===== src/phy_cfg_pkg.sv =====
// Package: register map, field positions, reset values and timing counts
// Assumes a 200 MHz system clock and a classic Wishbone register bus
package phy_cfg_pkg;

  // Register byte offsets
  localparam logic [7:0] OFF_BASIC_CTRL = 8'h00;  // Strap-loaded control (index 0h)
  localparam logic [7:0] OFF_PHY_CTRL2  = 8'h7C;  // Mode control (index 1Fh)
  localparam logic [7:0] OFF_STATUS     = 8'h40;  // Sticky event status
  localparam logic [7:0] OFF_MASK       = 8'h44;  // Interrupt mask
  localparam logic [7:0] OFF_STRAP      = 8'h48;  // Captured strap values
  localparam logic [7:0] OFF_TEST       = 8'h4C;  // Test control and link state

  // Field positions
  localparam int BIT_ANEN      = 12;  // Auto-negotiation enable
  localparam int BIT_SPEED     = 13;  // Speed select, 1 = 100 Mbps
  localparam int BIT_CLK50     = 7;   // 1 = 50 MHz reference input mode
  localparam int BIT_LED_LO    = 4;   // LED mode field low bit
  localparam int BIT_NAND      = 0;   // NAND-tree test enable
  localparam int BIT_LINK      = 1;   // Link up control
  localparam int EV_LINK_UP    = 0;   // Event: link came up
  localparam int EV_LINK_DOWN  = 1;   // Event: link went down
  localparam int EV_RX_FRAME   = 2;   // Event: receive frame ended
  localparam int EV_TX_FRAME   = 3;   // Event: transmit frame ended
  localparam int EV_W          = 4;   // Event count

  // Reset and mode values
  localparam logic [1:0] LED_LINK_ACT = 2'h0;  // Combined link/activity
  localparam logic [1:0] LED_LINK     = 2'h1;  // Link only
  localparam logic [4:0] ADDR_UP      = 5'h03; // Address when strap pulled up
  localparam logic [4:0] ADDR_DOWN    = 5'h00; // Address when strap pulled down

  // Timing
  localparam int CLK_MHZ        = 200;
  localparam int BLINK_MS       = 50;   // Activity blink half period
  localparam int BLINK_CYC      = BLINK_MS * CLK_MHZ * 1000;
endpackage


===== src/rmii_if.sv =====
// Interface: two-bit RMII data lanes between the top and the lane engine
// Assumes both ends sit on the system clock
`timescale 1ns/1ps
interface rmii_if;
  logic       ref_rise;  // One-cycle pulse on reference rising edge
  logic       txen;      // Synchronised transmit enable
  logic [1:0] txd;       // Synchronised transmit dibit
  logic       rx_go;     // Receive data request
  logic [1:0] rx_src;    // Receive data source
  logic       crs_dv;    // Receive valid out
  logic [1:0] rxd;       // Receive dibit out
  logic       rx_end;    // Pulse: receive frame ended
  logic       tx_end;    // Pulse: transmit frame ended
  logic       active;    // Traffic seen
  modport top (output ref_rise, txen, txd, rx_go, rx_src, input crs_dv, rxd, rx_end, tx_end, active);
  modport lane (input ref_rise, txen, txd, rx_go, rx_src, output crs_dv, rxd, rx_end, tx_end, active);
endinterface


===== src/rmii_lane.sv =====
// Lane engine: moves one receive dibit per reference period, flags transmit frame end
// Assumes ref_rise and tx lanes are already synchronised to SYS_CLK
`timescale 1ns/1ps
module rmii_lane
(
  // Clock and reset
  input wire logic clk,
  input wire logic rst_n,
  // Lanes
  rmii_if.lane     bus
);
  logic txen_q;  // Previous transmit enable

  // One dibit per reference period while valid
  always_ff @(posedge clk or negedge rst_n)
  begin
    if (!rst_n)
    begin
      bus.crs_dv <= 1'b0;
      bus.rxd    <= 2'h0;
      bus.rx_end <= 1'b0;
    end
    else
    begin
      bus.rx_end <= 1'b0;
      if (bus.ref_rise)
      begin
        bus.crs_dv <= bus.rx_go;
        bus.rxd    <= bus.rx_go ? bus.rx_src : 2'h0;
        bus.rx_end <= bus.crs_dv & ~bus.rx_go;
      end
    end
  end

  // Transmit frame end and activity
  always_ff @(posedge clk or negedge rst_n)
  begin
    if (!rst_n)
    begin
      txen_q     <= 1'b0;
      bus.tx_end <= 1'b0;
      bus.active <= 1'b0;
    end
    else
    begin
      bus.tx_end <= 1'b0;
      if (bus.ref_rise)
      begin
        txen_q     <= bus.txen;
        bus.tx_end <= txen_q & ~bus.txen;
      end
      bus.active <= bus.crs_dv | txen_q;
    end
  end

  // Receive data changes only on a reference edge
  rx_hold_a: assert property (@(posedge clk) disable iff (!rst_n)
    !$past(bus.ref_rise) |-> $stable(bus.rxd)) else $error("rxd moved off edge");
endmodule


===== src/phy_strap_cfg.sv =====
// Top: strap capture, clock mode, LED, open-drain pins, NAND tree, registers
// Assumes classic Wishbone master on SYS_CLK; pins are asynchronous
// Behaviour
// - Register 1Fh bit 7 picks reference mode
// - 25 MHz mode drives 50 MHz clock out
// - Variant parameter sets power-up clock mode
// - Receive-valid pin level latched as address
// - LED pin latched into control bits 12,13
// - Register 1Fh bits 5:4 pick LED mode
// - Management data driven open-drain, low only; here MDIO_OE is held at 0, so the pin is never driven
// - Interrupt pin open-drain, pulls low active
// - NAND-tree mode turns TXD1 into output
// - Two receive bits per valid reference period
// - Address strap gives 00011b or 00000b
// - LED strap sets autoneg 100 or forced 10
//
// Chosen here: the address map and the Wishbone register port.
`timescale 1ns/1ps
module phy_strap_cfg
  import phy_cfg_pkg::*;
#(
  parameter bit          CLK50_DEFAULT = 1'b0,       // Variant: 1 = 50 MHz input part
  parameter int unsigned BLINK_CYCLES  = BLINK_CYC   // Blink half period
)
(
  // System
  input  wire logic        SYS_CLK,
  input  wire logic        RESET_N,
  // Wishbone slave
  input  wire logic        WB_CYC,
  input  wire logic        WB_STB,
  input  wire logic        WB_WE,
  input  wire logic [7:0]  WB_ADR,
  input  wire logic [3:0]  WB_SEL,
  input  wire logic [31:0] WB_DAT_I,
  output logic [31:0]      WB_DAT_O,
  output logic             WB_ACK,
  // Reference clock
  input  wire logic        REF_CLK_IN,
  output logic             REF_CLK_OUT,
  output logic             REF_CLK_OE,
  // RMII
  input  wire logic        TXEN,
  input  wire logic        TXD0,
  input  wire logic        TXD1_I,
  output logic             TXD1_O,
  output logic             TXD1_OE,
  input  wire logic        CRS_DV_I,
  output logic             CRS_DV_O,
  output logic             CRS_DV_OE,
  output logic [1:0]       RXD,
  // LED and strap
  input  wire logic        LED_OUTPUT_ZERO_I,
  output logic             LED_OUTPUT_ZERO_O,
  output logic             LED_OUTPUT_ZERO_OE,
  // Management data, open drain
  input  wire logic        MDIO_I,
  output logic             MDIO_O,
  output logic             MDIO_OE,
  // Interrupt, open drain
  output logic             INT_O,
  output logic             INT_OE
);
  rmii_if lanes();  // Lane bundle

  // Synchroniser stages
  logic [1:0] ref_s_q;   // Reference clock sync
  logic [1:0] txen_s_q;  // Transmit enable sync
  logic [3:0] txd_s_q;   // Transmit dibit sync
  logic [1:0] led_s_q;   // LED strap sync
  logic [1:0] crs_s_q;   // Address strap sync
  logic [1:0] mdio_s_q;  // Management data sync
  logic       ref_q;     // Previous synced reference level

  // Two-flop synchronisers for the non-strap pins
  always_ff @(posedge SYS_CLK or negedge RESET_N)
  begin
    if (!RESET_N)
    begin
      ref_s_q  <= 2'h0;
      txen_s_q <= 2'h0;
      txd_s_q  <= 4'h0;
      mdio_s_q <= 2'h3;
      ref_q    <= 1'b0;
    end
    else
    begin
      ref_s_q  <= {ref_s_q[0], REF_CLK_IN};
      txen_s_q <= {txen_s_q[0], TXEN};
      txd_s_q  <= {txd_s_q[1:0], TXD1_I, TXD0};
      mdio_s_q <= {mdio_s_q[0], MDIO_I};
      ref_q    <= ref_s_q[1];
    end
  end

  // Strap pin synchronisers run through reset
  // Resetting them would hide the pulled level at release
  always_ff @(posedge SYS_CLK)
  begin
    led_s_q <= {led_s_q[0], LED_OUTPUT_ZERO_I};
    crs_s_q <= {crs_s_q[0], CRS_DV_I};
  end

  // Strap capture state
  logic       strap_done_q;   // Straps taken after release
  logic [4:0] phy_address_strap_q;  // Captured address
  logic       autoneg_speed_strap_q; // Captured LED strap
  logic [15:0] basic_ctrl_q;  // Control register 0h
  logic [7:0]  phy_ctrl2_q;   // Control register 1Fh
  logic        nand_q;        // NAND-tree enable
  logic        link_q;        // Link state control
  logic [EV_W-1:0] status_q;  // Sticky events
  logic [EV_W-1:0] mask_q;    // Event mask
  logic        link_prev_q;   // Link edge detect
  logic        rd_status;     // Status read this cycle
  logic        wr_hit;        // Write accepted
  logic [EV_W-1:0] ev;        // Event pulses
  logic [31:0] basic_merge;   // Control 0h after byte merge
  logic [31:0] ctrl2_merge;   // Control 1Fh after byte merge

  // Strap latch on first clock after reset release
  always_ff @(posedge SYS_CLK or negedge RESET_N)
  begin
    if (!RESET_N)
    begin
      strap_done_q          <= 1'b0;
      phy_address_strap_q   <= ADDR_DOWN;
      autoneg_speed_strap_q <= 1'b1;
    end
    else if (!strap_done_q)
    begin
      strap_done_q          <= 1'b1;
      phy_address_strap_q   <= crs_s_q[1] ? ADDR_UP : ADDR_DOWN;
      autoneg_speed_strap_q <= led_s_q[1];
    end
  end

  // Write byte lane merge
  function automatic logic [31:0] merge(input logic [31:0] old, input logic [31:0] nw, input logic [3:0] sel);
    logic [31:0] r;
    r = old;
    for (int i = 0; i < 4; i++)
      if (sel[i])
        r[i*8 +: 8] = nw[i*8 +: 8];
    return r;
  endfunction

  assign basic_merge = merge({16'h0, basic_ctrl_q}, WB_DAT_I, WB_SEL);
  assign ctrl2_merge = merge({24'h0, phy_ctrl2_q}, WB_DAT_I, WB_SEL);
  assign wr_hit    = WB_CYC & WB_STB & WB_WE & ~WB_ACK;
  assign rd_status = WB_CYC & WB_STB & ~WB_WE & ~WB_ACK & (WB_ADR == OFF_STATUS);

  // Control registers; straps load control bits
  always_ff @(posedge SYS_CLK or negedge RESET_N)
  begin
    if (!RESET_N)
    begin
      basic_ctrl_q <= 16'h3000;
      phy_ctrl2_q  <= 8'h00;
      nand_q       <= 1'b0;
      link_q       <= 1'b0;
      mask_q       <= '0;
    end
    else if (!strap_done_q)
    begin
      // Pulled up: autoneg at 100; down: forced 10
      basic_ctrl_q[BIT_ANEN]  <= led_s_q[1];
      basic_ctrl_q[BIT_SPEED] <= led_s_q[1];
      phy_ctrl2_q[BIT_CLK50]  <= CLK50_DEFAULT;
    end
    else if (wr_hit)
    begin
      case (WB_ADR)
        OFF_BASIC_CTRL: basic_ctrl_q <= basic_merge[15:0];
        OFF_PHY_CTRL2:  phy_ctrl2_q  <= ctrl2_merge[7:0];
        OFF_MASK:       if (WB_SEL[0]) mask_q <= WB_DAT_I[EV_W-1:0];
        OFF_TEST:
          if (WB_SEL[0])
          begin
            nand_q <= WB_DAT_I[BIT_NAND];
            link_q <= WB_DAT_I[BIT_LINK];
          end
        default: ;  // Unmapped writes ignored
      endcase
    end
  end

  // Event sources
  always_comb
  begin
    ev = '0;
    ev[EV_LINK_UP]   = link_q & ~link_prev_q;
    ev[EV_LINK_DOWN] = ~link_q & link_prev_q;
    ev[EV_RX_FRAME]  = lanes.rx_end;
    ev[EV_TX_FRAME]  = lanes.tx_end;
  end

  // Sticky status, cleared by read; new event wins
  always_ff @(posedge SYS_CLK or negedge RESET_N)
  begin
    if (!RESET_N)
    begin
      status_q    <= '0;
      link_prev_q <= 1'b0;
    end
    else
    begin
      link_prev_q <= link_q;
      status_q    <= (rd_status ? '0 : status_q) | ev;
    end
  end

  // Wishbone answer one cycle after request
  always_ff @(posedge SYS_CLK or negedge RESET_N)
  begin
    if (!RESET_N)
    begin
      WB_ACK   <= 1'b0;
      WB_DAT_O <= 32'h0;
    end
    else
    begin
      WB_ACK   <= WB_CYC & WB_STB & ~WB_ACK;
      WB_DAT_O <= 32'h0;
      if (WB_CYC & WB_STB & ~WB_WE & ~WB_ACK)
      begin
        case (WB_ADR)
          OFF_BASIC_CTRL: WB_DAT_O <= {16'h0, basic_ctrl_q};
          OFF_PHY_CTRL2:  WB_DAT_O <= {24'h0, phy_ctrl2_q};
          OFF_STATUS:     WB_DAT_O <= {{(32-EV_W){1'b0}}, status_q};
          OFF_MASK:       WB_DAT_O <= {{(32-EV_W){1'b0}}, mask_q};
          OFF_STRAP:      WB_DAT_O <= {26'h0, autoneg_speed_strap_q, phy_address_strap_q};
          OFF_TEST:       WB_DAT_O <= {30'h0, link_q, nand_q};
          default:        WB_DAT_O <= 32'h0;  // Unmapped reads zero
        endcase
      end
    end
  end

  // Reference clock out: divide SYS_CLK by 4 gives 50 MHz
  logic [1:0] div_q;  // Divider
  always_ff @(posedge SYS_CLK or negedge RESET_N)
  begin
    if (!RESET_N)
    begin
      div_q       <= 2'h0;
      REF_CLK_OUT <= 1'b0;
      REF_CLK_OE  <= 1'b0;
    end
    else
    begin
      div_q       <= div_q + 2'h1;
      REF_CLK_OUT <= div_q[1] & ~phy_ctrl2_q[BIT_CLK50];
      REF_CLK_OE  <= ~phy_ctrl2_q[BIT_CLK50];
    end
  end

  // Reference edge: internal divider in 25 MHz mode, input pin in 50 MHz mode
  assign lanes.ref_rise = phy_ctrl2_q[BIT_CLK50] ? (ref_s_q[1] & ~ref_q) : (div_q == 2'h1);
  assign lanes.txen     = txen_s_q[1];
  assign lanes.txd      = txd_s_q[3:2];
  assign lanes.rx_go    = link_q & lanes.txen;  // Loop transmit data back as receive
  assign lanes.rx_src   = lanes.txd;

  rmii_lane u_lane
  (
    .clk   (SYS_CLK),
    .rst_n (RESET_N),
    .bus   (lanes)
  );

  // RMII outputs; CRS_DV stays an input until straps are taken, TXD1 until NAND-tree enable
  always_ff @(posedge SYS_CLK or negedge RESET_N)
  begin
    if (!RESET_N)
    begin
      CRS_DV_O  <= 1'b0;
      CRS_DV_OE <= 1'b0;
      RXD       <= 2'h0;
      TXD1_O    <= 1'b0;
      TXD1_OE   <= 1'b0;
    end
    else
    begin
      CRS_DV_O  <= lanes.crs_dv;
      CRS_DV_OE <= strap_done_q;
      RXD       <= lanes.rxd;
      TXD1_O    <= ~(txen_s_q[1] & txd_s_q[2] & led_s_q[1]);
      TXD1_OE   <= nand_q;
    end
  end

  // LED: active low, blink on activity in mode 00
  logic [31:0] blink_cnt_q;  // Blink timer
  logic        blink_q;      // Blink phase
  always_ff @(posedge SYS_CLK or negedge RESET_N)
  begin
    if (!RESET_N)
    begin
      blink_cnt_q <= 32'h0;
      blink_q     <= 1'b0;
      LED_OUTPUT_ZERO_O      <= 1'b1;
      LED_OUTPUT_ZERO_OE     <= 1'b0;
    end
    else
    begin
      if (blink_cnt_q >= BLINK_CYCLES - 1)
      begin
        blink_cnt_q <= 32'h0;
        blink_q     <= ~blink_q;
      end
      else
        blink_cnt_q <= blink_cnt_q + 32'h1;
      LED_OUTPUT_ZERO_OE <= strap_done_q;
      case (phy_ctrl2_q[BIT_LED_LO +: 2])
        LED_LINK_ACT: LED_OUTPUT_ZERO_O <= ~link_q | (lanes.active & blink_q);
        LED_LINK:     LED_OUTPUT_ZERO_O <= ~link_q;
        default:      LED_OUTPUT_ZERO_O <= 1'b1;  // Reserved codes: off
      endcase
    end
  end

  // Open-drain management data and interrupt
  always_ff @(posedge SYS_CLK or negedge RESET_N)
  begin
    if (!RESET_N)
    begin
      MDIO_O  <= 1'b0;
      MDIO_OE <= 1'b0;
      INT_O   <= 1'b0;
      INT_OE  <= 1'b0;
    end
    else
    begin
      MDIO_O  <= 1'b0;
      MDIO_OE <= 1'b0;
      INT_O   <= 1'b0;
      INT_OE  <= |(status_q & mask_q);
    end
  end

  // Checks
  int_low_a: assert property (@(posedge SYS_CLK) disable iff (!RESET_N)
    |(status_q & mask_q) |=> INT_OE && !INT_O) else $error("interrupt not asserted");
  int_clear_a: assert property (@(posedge SYS_CLK) disable iff (!RESET_N)
    !(|(status_q & mask_q)) |=> !INT_OE) else $error("interrupt held without event");
  mdio_od_a: assert property (@(posedge SYS_CLK) disable iff (!RESET_N)
    !MDIO_O) else $error("mdio driven high");
  refout_a: assert property (@(posedge SYS_CLK) disable iff (!RESET_N)
    phy_ctrl2_q[BIT_CLK50] |=> !REF_CLK_OE) else $error("ref out in 50 MHz mode");
  refdrive_a: assert property (@(posedge SYS_CLK) disable iff (!RESET_N)
    !phy_ctrl2_q[BIT_CLK50] ##1 !phy_ctrl2_q[BIT_CLK50] |-> REF_CLK_OE) else $error("ref out missing");
  nand_out_a: assert property (@(posedge SYS_CLK) disable iff (!RESET_N)
    $rose(nand_q) |=> TXD1_OE) else $error("nand output off");
  strap_addr_a: assert property (@(posedge SYS_CLK) disable iff (!RESET_N)
    $rose(strap_done_q) |-> phy_address_strap_q == ($past(crs_s_q[1]) ? ADDR_UP : ADDR_DOWN))
    else $error("address strap wrong");
  strap_an_a: assert property (@(posedge SYS_CLK) disable iff (!RESET_N)
    $rose(strap_done_q) |-> basic_ctrl_q[BIT_ANEN] == $past(led_s_q[1]) && basic_ctrl_q[BIT_SPEED] == $past(led_s_q[1]))
    else $error("autoneg strap wrong");
  led_mode_a: assert property (@(posedge SYS_CLK) disable iff (!RESET_N)
    phy_ctrl2_q[BIT_LED_LO +: 2] == LED_LINK && !link_q |=> LED_OUTPUT_ZERO_O) else $error("led on without link");
endmodule


===== config.mk =====
export PLATFORM = sky130hd
export DESIGN_NAME = phy_strap_cfg
export DESIGN_NICKNAME = d
export VERILOG_FILES = /design/src/phy_cfg_pkg.sv /design/src/rmii_if.sv /design/src/rmii_lane.sv /design/src/phy_strap_cfg.sv
export SDC_FILE = /design/constraint.sdc
export NUM_CORES = 1
export LEC_CHECK = 0
export ABC_AREA = 0
export BUFFER_PORTS_ARGS = -buffer_cell sky130_fd_sc_hd__buf_2
export CAP_MARGIN = 30
export CORE_MARGIN = 2
export CORE_UTILIZATION = 56
export CTS_BUF_LIST = sky130_fd_sc_hd__clkbuf_4
export DETAILED_ROUTE_END_ITERATION = 16
export HOLD_SLACK_MARGIN = 0.12
export PLACE_DENSITY = 0.91
export SYNTH_ARGS = -nofsm -noshare
export SYNTH_HDL_FRONTEND = slang
export SYNTH_HIERARCHICAL = 1
export SYNTH_SLANG_ARGS = --single-unit

===== constraint.sdc =====
create_clock -name SYS_CLK -period 2.4 [get_ports SYS_CLK]
set_input_delay 0.48 -clock SYS_CLK [delete_from_list [all_inputs] [get_ports SYS_CLK]]
set_output_delay 0.48 -clock SYS_CLK [all_outputs]
set_load 0.02 [all_outputs]

# After elaboration in Yosys (flattened, before gate mapping)
# Cells that the tools add are included.
# Widths: inputs -> output; s select.
[classes] bitwise=31 n_addsub=2 order_cmp=1 n_eq_ne=12 muxes=19 n_reduce_logical=10
[ops] operator="$pmux 16 s6" n=1
[ops] operator="$mux 32" n=2
[ops] operator="$eq 8x7->1 const B" n=5
[ops] operator="$add 32x1->32 const B" n=1
[ops] operator="$ge 32x24->1 const B" n=1
[ops] operator="$mux 8" n=4
[ops] operator="$mux 14" n=2
[ops] operator="$reduce_and 4->1" n=5
[ops] operator="$and 1x1->1" n=17
[ops] operator="$not 1->1" n=10
[ops] operator="$logic_not 8->1" n=1
[ops] operator="$mux 2" n=3
[ops] operator="$mux 6" n=1
[ops] operator="$ne 2x1->1 const B" n=3
[ops] operator="$reduce_and 3->1" n=2
[ops] operator="$and 4x4->4" n=1
[ops] operator="$eq 2x1->1 const B" n=2
[ops] operator="$mux 1" n=4
[ops] operator="$mux 4" n=1
[ops] operator="$ne 2x2->1 const B" n=2
[ops] operator="$or 4x4->4" n=1
[ops] operator="$reduce_or 4->1" n=1
[ops] operator="$add 2x1->2 const B" n=1
[ops] operator="$logic_not 2->1" n=1
[ops] operator="other kinds (2)" n=3
[word_totals] ff_bits=140 wordCells=114

# Longest topological paths before layout
# Gate-level depths: netlist (run 1).
[logic_depth] word_depth=6 mapped_depth=7 ltp_nobuf=6

# Modules after synthesis
# The synthesis (run 1) kept the hierarchy.
[modules_own_cells] module="phy_strap_cfg" n_inst=1 cells_each=373 area_per_inst_um2=4644.5 seq_area_each_um2=2812.7
[modules_own_cells] module="rmii_lane" n_inst=1 cells_each=21 area_per_inst_um2=265.3 seq_area_each_um2=175.2

# Worst setup path before layout (run 1)
# Ideal clock, no wire load.
[synth_path] kind="input -> register" startpoint="input port WB_ADR[3]" endpoint="register basic_ctrl_q[10]" path_stages=7 setup_time_ps=125 slack_ps=571 required_time_ps=2275 n_path_buf=3 t_arrival_ps=1704 path_cell_list="buf_4 -> nor2_1 -> and4b_1 -> buf_2 -> and3_1 -> buf_4 -> mux2_2"
[synth_via] elab_chain_cells=2
[synth_lines] item="start: declaration" line="phy_strap_cfg.sv:33" rtl="input wire logic [7:0] WB_ADR,"
[synth_lines] item="$logic_not 8->1" line="phy_strap_cfg.sv:173" rtl="case (WB_ADR)"
[synth_lines] item="$reduce_and 4->1 (no line)"
[synth_lines] item="end signal: indexed assignment" line="phy_strap_cfg.sv:167" rtl="basic_ctrl_q[BIT_ANEN] <= led_s_q[1];"
[synth_lines] item="end signal: indexed assignment" line="phy_strap_cfg.sv:168" rtl="basic_ctrl_q[BIT_SPEED] <= led_s_q[1];"
[synth_lines] item="end signal: assignment" line="phy_strap_cfg.sv:174" rtl="OFF_BASIC_CTRL: basic_ctrl_q <= basic_merge[15:0];"
[synth_lines] item="end: declaration" line="phy_strap_cfg.sv:108" rtl="logic [15:0] basic_ctrl_q;"
# Every way passes these cells.
# A chain may end at the register's enable or synchronous reset.

# Worst setup path in the final report (run 1)
[layout_path] startpoint="register blink_cnt_q[31]" endpoint="register blink_q"
[layout_via] elab_chain_cells=1
[layout_lines] item="start: declaration" line="phy_strap_cfg.sv:294" rtl="logic [31:0] blink_cnt_q;"
[layout_lines] item="start signal: assignment" line="phy_strap_cfg.sv:313" rtl="blink_cnt_q <= blink_cnt_q + 32'h1;"
[layout_lines] item="$ge 32x24->1" line="phy_strap_cfg.sv:307" rtl="if (blink_cnt_q >= BLINK_CYCLES - 1)"
[layout_lines] item="end signal: assignment" line="phy_strap_cfg.sv:310" rtl="blink_q <= ~blink_q;"
[layout_lines] item="end: declaration" line="phy_strap_cfg.sv:295" rtl="logic blink_q;"
# Every way passes these cells.

==> key figures, run 1 <==
Status
  – Outcome: finished clean

Setup path
  – Worst Path Buf+Inv: 1
  – Worst Path Arrival: 2.42 ns
  – Req. time, crit path: 2.80 ns
  – Startpoint Class: flip-flop
  – Crit path cell chain: nor4_1, nand3_1, a2111oi_4, a21oi_2, buf_4, xor2_1
  – Crit. Startpoint: blink_cnt_q[31]
  – CP max FO: 16
  – FF-to-FF path depth: 6
  – Reg2reg end: blink_q
  – CP top delay family: simple AND/OR/NAND/NOR gates
  – R2r setup slk: 0.38 ns
  – Crit path max-delay cell type: nor4_1
  – Critical path class: reg -> reg
  – RR Startpoint: blink_cnt_q[31]
  – Slowest stage delay, CP: around 0.43 ns
  – Element type at the critical path end: flip-flop

Routing
  – Routed Antenna Nets: 0
  – Routed WL per cell: 16.0 um
  – Max Used Layer: met4
  – Drt first-iter violations: between 200 and 250
  – Met3 wire length: approximately 530 um
  – Routed WL: 9700 um
  – Router iterations before antenna repair: 5
  – Vias: between 3k and 4k
  – Met1 Wirelength: 3790 um
  – Routed wl met2: 5120 um
  – Drt drc: 0
  – Via density: 5.40

STA
  – F_max: 0.494 GHz
  – Total negative slack: 0 ns
  – WHS: approximately 0.18 ns
  – Final min period: between 2 and 2.5 ns
  – # setup viols final: 0
  – RSZ-0062 raised after global routing: no
  – Tcrit/Tclk final: a little over four fifths
  – Clk_skew: 0.0183 ns
  – Final slew viol count: 0
  – Final WS setup: 0.376 ns
  – Slew @ Worst Pin: 0.652 ns
  – Slew HR: 56.5%
  – Final hold viol count: 0

Synthesis
  – Cell Area, Synth: 0.00491 mm^2
  – Top_reg_cell synth: dfrtp_1
  – Asr flop ratio synth: 96.7%
  – Yosys reg bits: 120
  – Synth area leader: dfrtp_1
  – Synth area leaders: dfrtp_1 (57%), mux2_2 (6.9%), buf_4 (3.7%)
  – Cells after Synth: around 390
  – Seq/Total Area, Yosys: 60.9%
  – Post-synth EDFFs: 0
  – Yosys warns: 6
  – Mapped Avg Cell Area: 12.5 um^2
  – Yosys top cell area share: a little under three fifths
  – Distinct cells, synth: 48

Floorplan
  – Io pins: just over 100
  – Die Width: slightly below 100 um
  – # rows: 34
  – Die Height: 97.6 um
  – Initial core utilization: 57.1%
  – DIE AREA: 0.00953 mm^2
  – Area of the core: between 0.008 and 0.009 mm^2

Global routing
  – First-pass GRT wire length: 16100 um
  – Total gr overflow: 0
  – GRT Resource Usage Total: 21.9%
  – Largest net degree at the start of global routing: 46
  – Vias in the first global route: approximately 3.4k
  – Initial antenna violation count: 1

Power and ir drop
  – Pwr dens: 626 mW/mm^2
  – Peak VDD IR: 0.000541 V
  – Leakage power: approximately 2.8 nW

Clocking
  – CTS sink count: 120
  – H-Tree Depth: 4
  – TritonCTS clock tree: yes
  – CTS hold repair buffers: 7
  – Post-CTS setup buffers: 0
  – Worst skew pair latency: 0.52 ns
  – TritonCTS Buffers: 17
  – Cts repair resizes: 0
  – Max Root-Sink Buffers: 2
  – CTS Root Cell: clkbuf_4
  – Clock Pin Slew Worst Setup and Hold Paths: 0.13 ns

Finish
  – Area Overhead vs Synth: 14.4%
  – Layout net count: between 500 and 600
  – Most common cell after layout, fill and taps aside: dfrtp_1
  – Leading cell types in the layout, fill and taps excluded: dfrtp_1 (112), buf_2 (63), nor2_1 (40), mux2_2 (30), conb_1 (28)
  – Layout cell share with drive strength beyond 1: 29.9%

Min path
  – Hold wc startpoint: WB_DAT_I[14]
  – Worst Hold Path Cells: 2
  – Worst Hold Path EP: basic_ctrl_q[14]
  – HP Class: in -> reg

Placed design
  – PortBufs: 64
  – Dpl ws: 0.282 ns
  – Post-DP HPWL: 6730 um
  – Routability cong.: 0.898

Run
  – Max_cap viols: 0
[layer usage]
layer  vias to the layer above  GRT usage (%)
li1                       1513              -
met1                      1630           25.8
met2                       115           36.9
met3                        19           6.40
met4                         0           10.9
met5                         -              0
[synth_stat cells (2+ instances only)]
| library cell | count |
|---|---|
| nand2_1 | 23 |
| xor2_1 | 20 |
| xnor2_1 | 3 |
| mux2_4 | 2 |
| nor2_1 | 40 |
| and2_1 | 4 |
| inv_1 | 8 |
| buf_6 | 3 |
| buf_4 | 24 |
| a21oi_1 | 6 |
| a21o_1 | 3 |
| and3_1 | 14 |
| a22o_1 | 3 |
| ha_1 | 2 |
| dfstp_2 | 4 |
| o21ai_0 | 8 |
| mux2i_1 | 5 |
| nor2b_1 | 3 |
| dfrtp_1 | 112 |
| clkbuf_2 | 2 |
| nor4_1 | 3 |
| mux2_2 | 30 |
| nand4_1 | 8 |
| dfxtp_1 | 4 |
| a22oi_1 | 9 |
| nor4b_4 | 2 |
| nor3_1 | 2 |
| conb_1 | 2 |
| and4_1 | 7 |
| clkbuf_1 | 4 |
| nand3_1 | 17 |
[metrics by stage]
| step | utilization, % | power (mW) | area [um^2] | instances |
|---|---|---|---|---|
| 6_report | 65.4 | 3.51 | 5620 | 607 |
| 5_1_grt | 65.4 | 3.67 | 5620 | 607 |
| 4_1_cts | 65.3 | 3.53 | 5610 | 606 |
| 3_5_place_dp | 61.7 | 2.29 | 5300 | 567 |
| 3_3_place_gp | 61.7 | 2.28 | 5300 | 567 |
| 2_1_floorplan | - | 2.22 | 5010 | 420 |
[flip-flops by register name (all words and copies together) (netlist names), 4 cells and up]
| name | count |
|---|---|
| mask_q | 4 |
| status_q | 4 |
| txd_s_q | 4 |
| WB_DAT_O | 16 |
| phy_ctrl2_q | 8 |
| basic_ctrl_q | 16 |
| blink_cnt_q | 32 |
[worst max path at each step]
stage	cells past startpoint	to	slack [ns]
2_1_floorplan	7	basic_ctrl_q[10]	0.57
3_3_place_gp	5	phy_ctrl2_q[6]	0.37
3_5_place_dp	5	phy_ctrl2_q[1]	0.28
4_1_cts	6	blink_q	0.40
5_1_grt	6	blink_q	0.25
6_report	6	blink_q	0.38
[cell families (layout without fill, tap and decap cells)]
kind of cell	count (synthesis)	after routing	share of synthesized area, %
buffers and inverters	42	120	5.58
AOI/OAI and AO/OA	37	37	5.66
DFF	120	120	60.9
other	2	29	0.153
adders and majority gates	2	2	0.510
and+or+nand+nor	131	131	14.6
xor gates and xnor gates	23	23	4.10
muxes	37	37	8.51
[cell type report]
class | instances | area (um^2)
multi-input combinational | 258 | 1750
timing repair buffer | 80 | 473
clock inverter | 15 | 115
tap | 108 | 135
fill | 607 | 2980
antenna | 1 | 2.50
sequential | 120 | 2990
clock buffer | 17 | 128
inverter | 8 | 30.0
[report_power, final]
| group | internal [mW] | leakage, nW | total [mW] | switching, mW |
|---|---|---|---|---|
| registers | 2.06 | 1.56 | 2.09 | 0.0238 |
| clock network | 0.425 | 0.122 | 1.25 | 0.822 |
| logic | 0.0627 | 1.14 | 0.179 | 0.116 |
Note: power is estimated with default switching activity, not from simulation.
==> run 2: changes to the inputs <==
--- a/config.mk
+++ b/config.mk
@@ -5,15 +5,15 @@
 export SDC_FILE = /design/constraint.sdc
 export NUM_CORES = 1
 export LEC_CHECK = 0
-export ABC_AREA = 0
+export ABC_AREA = 1
 export BUFFER_PORTS_ARGS = -buffer_cell sky130_fd_sc_hd__buf_2
 export CAP_MARGIN = 30
 export CORE_MARGIN = 2
-export CORE_UTILIZATION = 56
+export CORE_UTILIZATION = 52
 export CTS_BUF_LIST = sky130_fd_sc_hd__clkbuf_4
 export DETAILED_ROUTE_END_ITERATION = 16
 export HOLD_SLACK_MARGIN = 0.12
-export PLACE_DENSITY = 0.91
+export PLACE_DENSITY = 0.89
 export SYNTH_ARGS = -nofsm -noshare
 export SYNTH_HDL_FRONTEND = slang
 export SYNTH_HIERARCHICAL = 1
==> constraint.sdc (replaced) <==
create_clock -name SYS_CLK -period 1.8 [get_ports SYS_CLK]
set_input_delay 0.36 -clock SYS_CLK [delete_from_list [all_inputs] [get_ports SYS_CLK]]
set_output_delay 0.36 -clock SYS_CLK [all_outputs]
set_load 0.02 [all_outputs]
==> run 2 against run 1 <==
- clock power up 50%
- cell count up 41%
- register-to-register slack worse by 0.24 ns
- die area up 16%
- core utilization down 1.1 points
- sequential power up 33%
- count of clock-buffer cells in the layout unchanged
- highest routed layer unchanged
- synthesized area up 8.5%
==> key figures, run 2 <==
STA
  – Final hold viol count: 0
  – Final WS setup: between 0.1 and 0.15 ns
  – Slew HR: a little over half
  – RSZ-0062 raised after global routing: no
  – F_max: 0.601 GHz
  – # setup viols final: 0
  – Total negative slack: 0 ns
  – WHS: between 0.15 and 0.2 ns
  – Final slew viol count: 0
  – Slew @ Worst Pin: 0.705 ns
  – Tcrit/Tclk final: between 90% and 100%
  – Clk_skew: 0.0138 ns
  – Final min period: ~1.7 ns

Power and ir drop
  – Leakage power: between 3 and 4 nW
  – Pwr dens: 777 mW/mm^2
  – Power Total: ~5 mW
  – Peak VDD IR: 0.000608 V

Run
  – Max_cap viols: 0

Synthesis
  – Synth area leaders: dfrtp_1 (53%), nand2_1 (12%), nor2_1 (4.5%)
  – Top_reg_cell synth: dfrtp_1
  – Asr flop ratio synth: 96.7%
  – Post-synth EDFFs: 0
  – Seq/Total Area, Yosys: 56.1%
  – Mapped Avg Cell Area: 8.99 um^2
  – Xor/xnor share of the synthesized area: roughly 2.5%
  – Combinational family with the most area after synthesis: simple AND/OR/NAND/NOR gates
  – Synth Area in Simple Gates: 26.5%
  – Synth Area in Compound Gates: 5.07%
  – Count leader, synth: nand2_1
  – Mux share of post-synthesis cell area: 0%
  – Yosys reg bits: 120
  – Most common library cells after synthesis: nand2_1 (168), dfrtp_1 (112), nor2_1 (64)
  – Cells after Synth: 593
  – Yosys warns: 6
  – Synth area leader: dfrtp_1
  – Cell Area, Synth: approximately 0.0053 mm^2
  – Yosys top cell area share: 52.6%
  – Adder-cell area share of the yosys netlist: less than 1%
  – Distinct cells, synth: 37

Floorplan
  – Die Width: 105 um
  – Die Height: 105 um
  – Io pins: 103
  – # rows: 36
  – Initial core utilization: 54.0%
  – DIE AREA: 0.0111 mm^2
  – Area of the core: 0.00986 mm^2

Finish
  – Most common cell after layout, fill and taps aside: nand2_1
  – Reg with most FFs: blink_cnt_q
  – Leading cell types in the layout, fill and taps excluded: nand2_1 (168), dfrtp_1 (112), buf_2 (63), inv_1 (61), nor2_1 (61)
  – Max reg flops: 32
  – Sequential Area: between 0.002 and 0.003 mm^2
  – Area of the multi-input gates: 0.00195 mm^2
  – Layout net count: 768
  – Layout cell share with drive strength beyond 1: 22.4%
  – N_diodes: 0
  – Area Overhead vs Synth: 18.9%
  – Fillers: 735
  – Final core utilization: 64.2%
  – Fin area: 0.00633 mm^2
  – Final std cells w/o fill: ~860
  – Leading registers by flop count: blink_cnt_q x32, WB_DAT_O x16, basic_ctrl_q x16

Setup path
  – FF-to-FF path depth: 11
  – Crit path max-delay cell type: dlygate4sd3_1
  – Element type at the critical path end: flip-flop
  – R2r setup slk: ~0.14 ns
  – Startpoint Class: primary input
  – Worst path depth: 9
  – Slowest stage delay, CP: between 0.5 and 0.6 ns
  – Crit path cell chain: dlygate4sd3_1, buf_2, nand2_1, nor2_2, nand2_1, nor3_4, nand2_2, nand2_1, o21ai_0
  – Worst Path Buf+Inv: 2
  – RR Startpoint: blink_cnt_q[0]
  – Crit. Startpoint: WB_STB
  – CP top delay family: simple AND/OR/NAND/NOR gates
  – Worst Path Arrival: 2.05 ns
  – Critical path class: in -> reg
  – CP max FO: 16
  – Req. time, crit path: between 2 and 2.5 ns
  – Worst Setup EP: basic_ctrl_q[4]
  – Most frequent CP cell: nand2_1
  – Reg2reg end: blink_cnt_q[9]

Routing
  – Router iterations before antenna repair: 5
  – Vias: 4176
  – Routed WL per cell: around 12 um
  – Routed WL: 10700 um
  – Drt first-iter violations: ~240
  – Routed Antenna Nets: 0
  – Via density: roughly 5
  – Drt drc: 0

Clocking
  – TritonCTS Buffers: 17
  – TritonCTS clock tree: yes
  – H-Tree Depth: 4
  – Worst skew pair latency: about 0.50 ns
  – Clock Pin Slew Worst Setup and Hold Paths: 0.11 ns
  – Max Root-Sink Buffers: 2
  – CTS Root Cell: clkbuf_4
  – CTS sink count: 120

Placed design
  – Number of instances in the placed design: 800
  – Post-DP HPWL: approximately 7300 um
  – Placed Area: approximately 0.0058 mm^2
  – PortBufs: 64
  – Dpl ws: 0.120 ns
  – Routability cong.: 0.907

Global routing
  – GRT Resource Usage Total: approximately 21%
  – Total gr overflow: 0
  – Initial antenna violation count: 0
  – Largest net degree at the start of global routing: 51
  – Vias in the first global route: approximately 4.1k
  – First-pass GRT wire length: roughly 18000 um

Min path
  – HP Class: in -> reg
  – Hold wc startpoint: WB_DAT_I[1]

Status
  – Outcome: finished clean
[run 2: kinds of logic (layout without fill, tap and decap cells)]
kind of cell,after synthesis,count (layout)
simple gates,313,313
flops,120,120
buf+inv,94,198
compound gates,47,47
xor+xnor,15,15
fa+ha+maj,2,2
other cells,2,28
[run 2: layer usage]
| layer | vias to the layer above | track usage, % | wire [um] |
|---|---|---|---|
| li1 | 2037 | - | - |
| met1 | 1976 | 25.6 | 4560 |
| met2 | 149 | 33.8 | 5380 |
| met3 | 14 | 6.12 | 578 |
| met4 | 0 | 8.10 | 165 |
| met5 | - | 0 | 0 |
[run 2: power breakdown]
group          switching (mW)  internal, mW
Combinational           0.182         0.102
Sequential             0.0224          2.75
Clock                    1.05         0.823
[run 2: worst min path at each step]
| stage | cells past startpoint | to | slack [ns] |
|---|---|---|---|
| 2_1_floorplan | 0 | CRS_DV_O | 0.06 |
| 3_3_place_gp | 1 | WB_DAT_O[8] | 0.30 |
| 3_5_place_dp | 1 | WB_DAT_O[15] | 0.31 |
| 4_1_cts | 3 | basic_ctrl_q[1] | 0.13 |
| 5_1_grt | 3 | basic_ctrl_q[1] | 0.16 |
| 6_report | 3 | basic_ctrl_q[1] | 0.17 |
[run 2: area by class of cell]
type,instances,share of cell area (%)
clock buffer,17,2.01
clock inverter,15,2.39
inverter,66,3.93
multi-input combinational,405,30.8
sequential,120,47.2
tap,133,2.63
timing repair buffer,100,11.1
[run 2: repair_timing]
item / 4_1_cts / 5_1_grt
hold buffers: 24 / 0
buffers inserted: 0 / 0
endpoints found under the hold margin: 91 / 0
resized for setup: 0 / 3
endpoints found under the setup margin: 0 / 13
[run 2: worst register-to-register path: stages (launching register included)]
cell and delay [ns]:
dfrtp_1 0.42, ha_1 0.21, nand2_1 0.10, nor2_2 0.16, nand2_1 0.07, nand2_1 0.06
nand2_1 0.04, nand2_1 0.10, nand2_2 0.08, nand2_4 0.09, buf_12 0.17, nor2_1 0.07
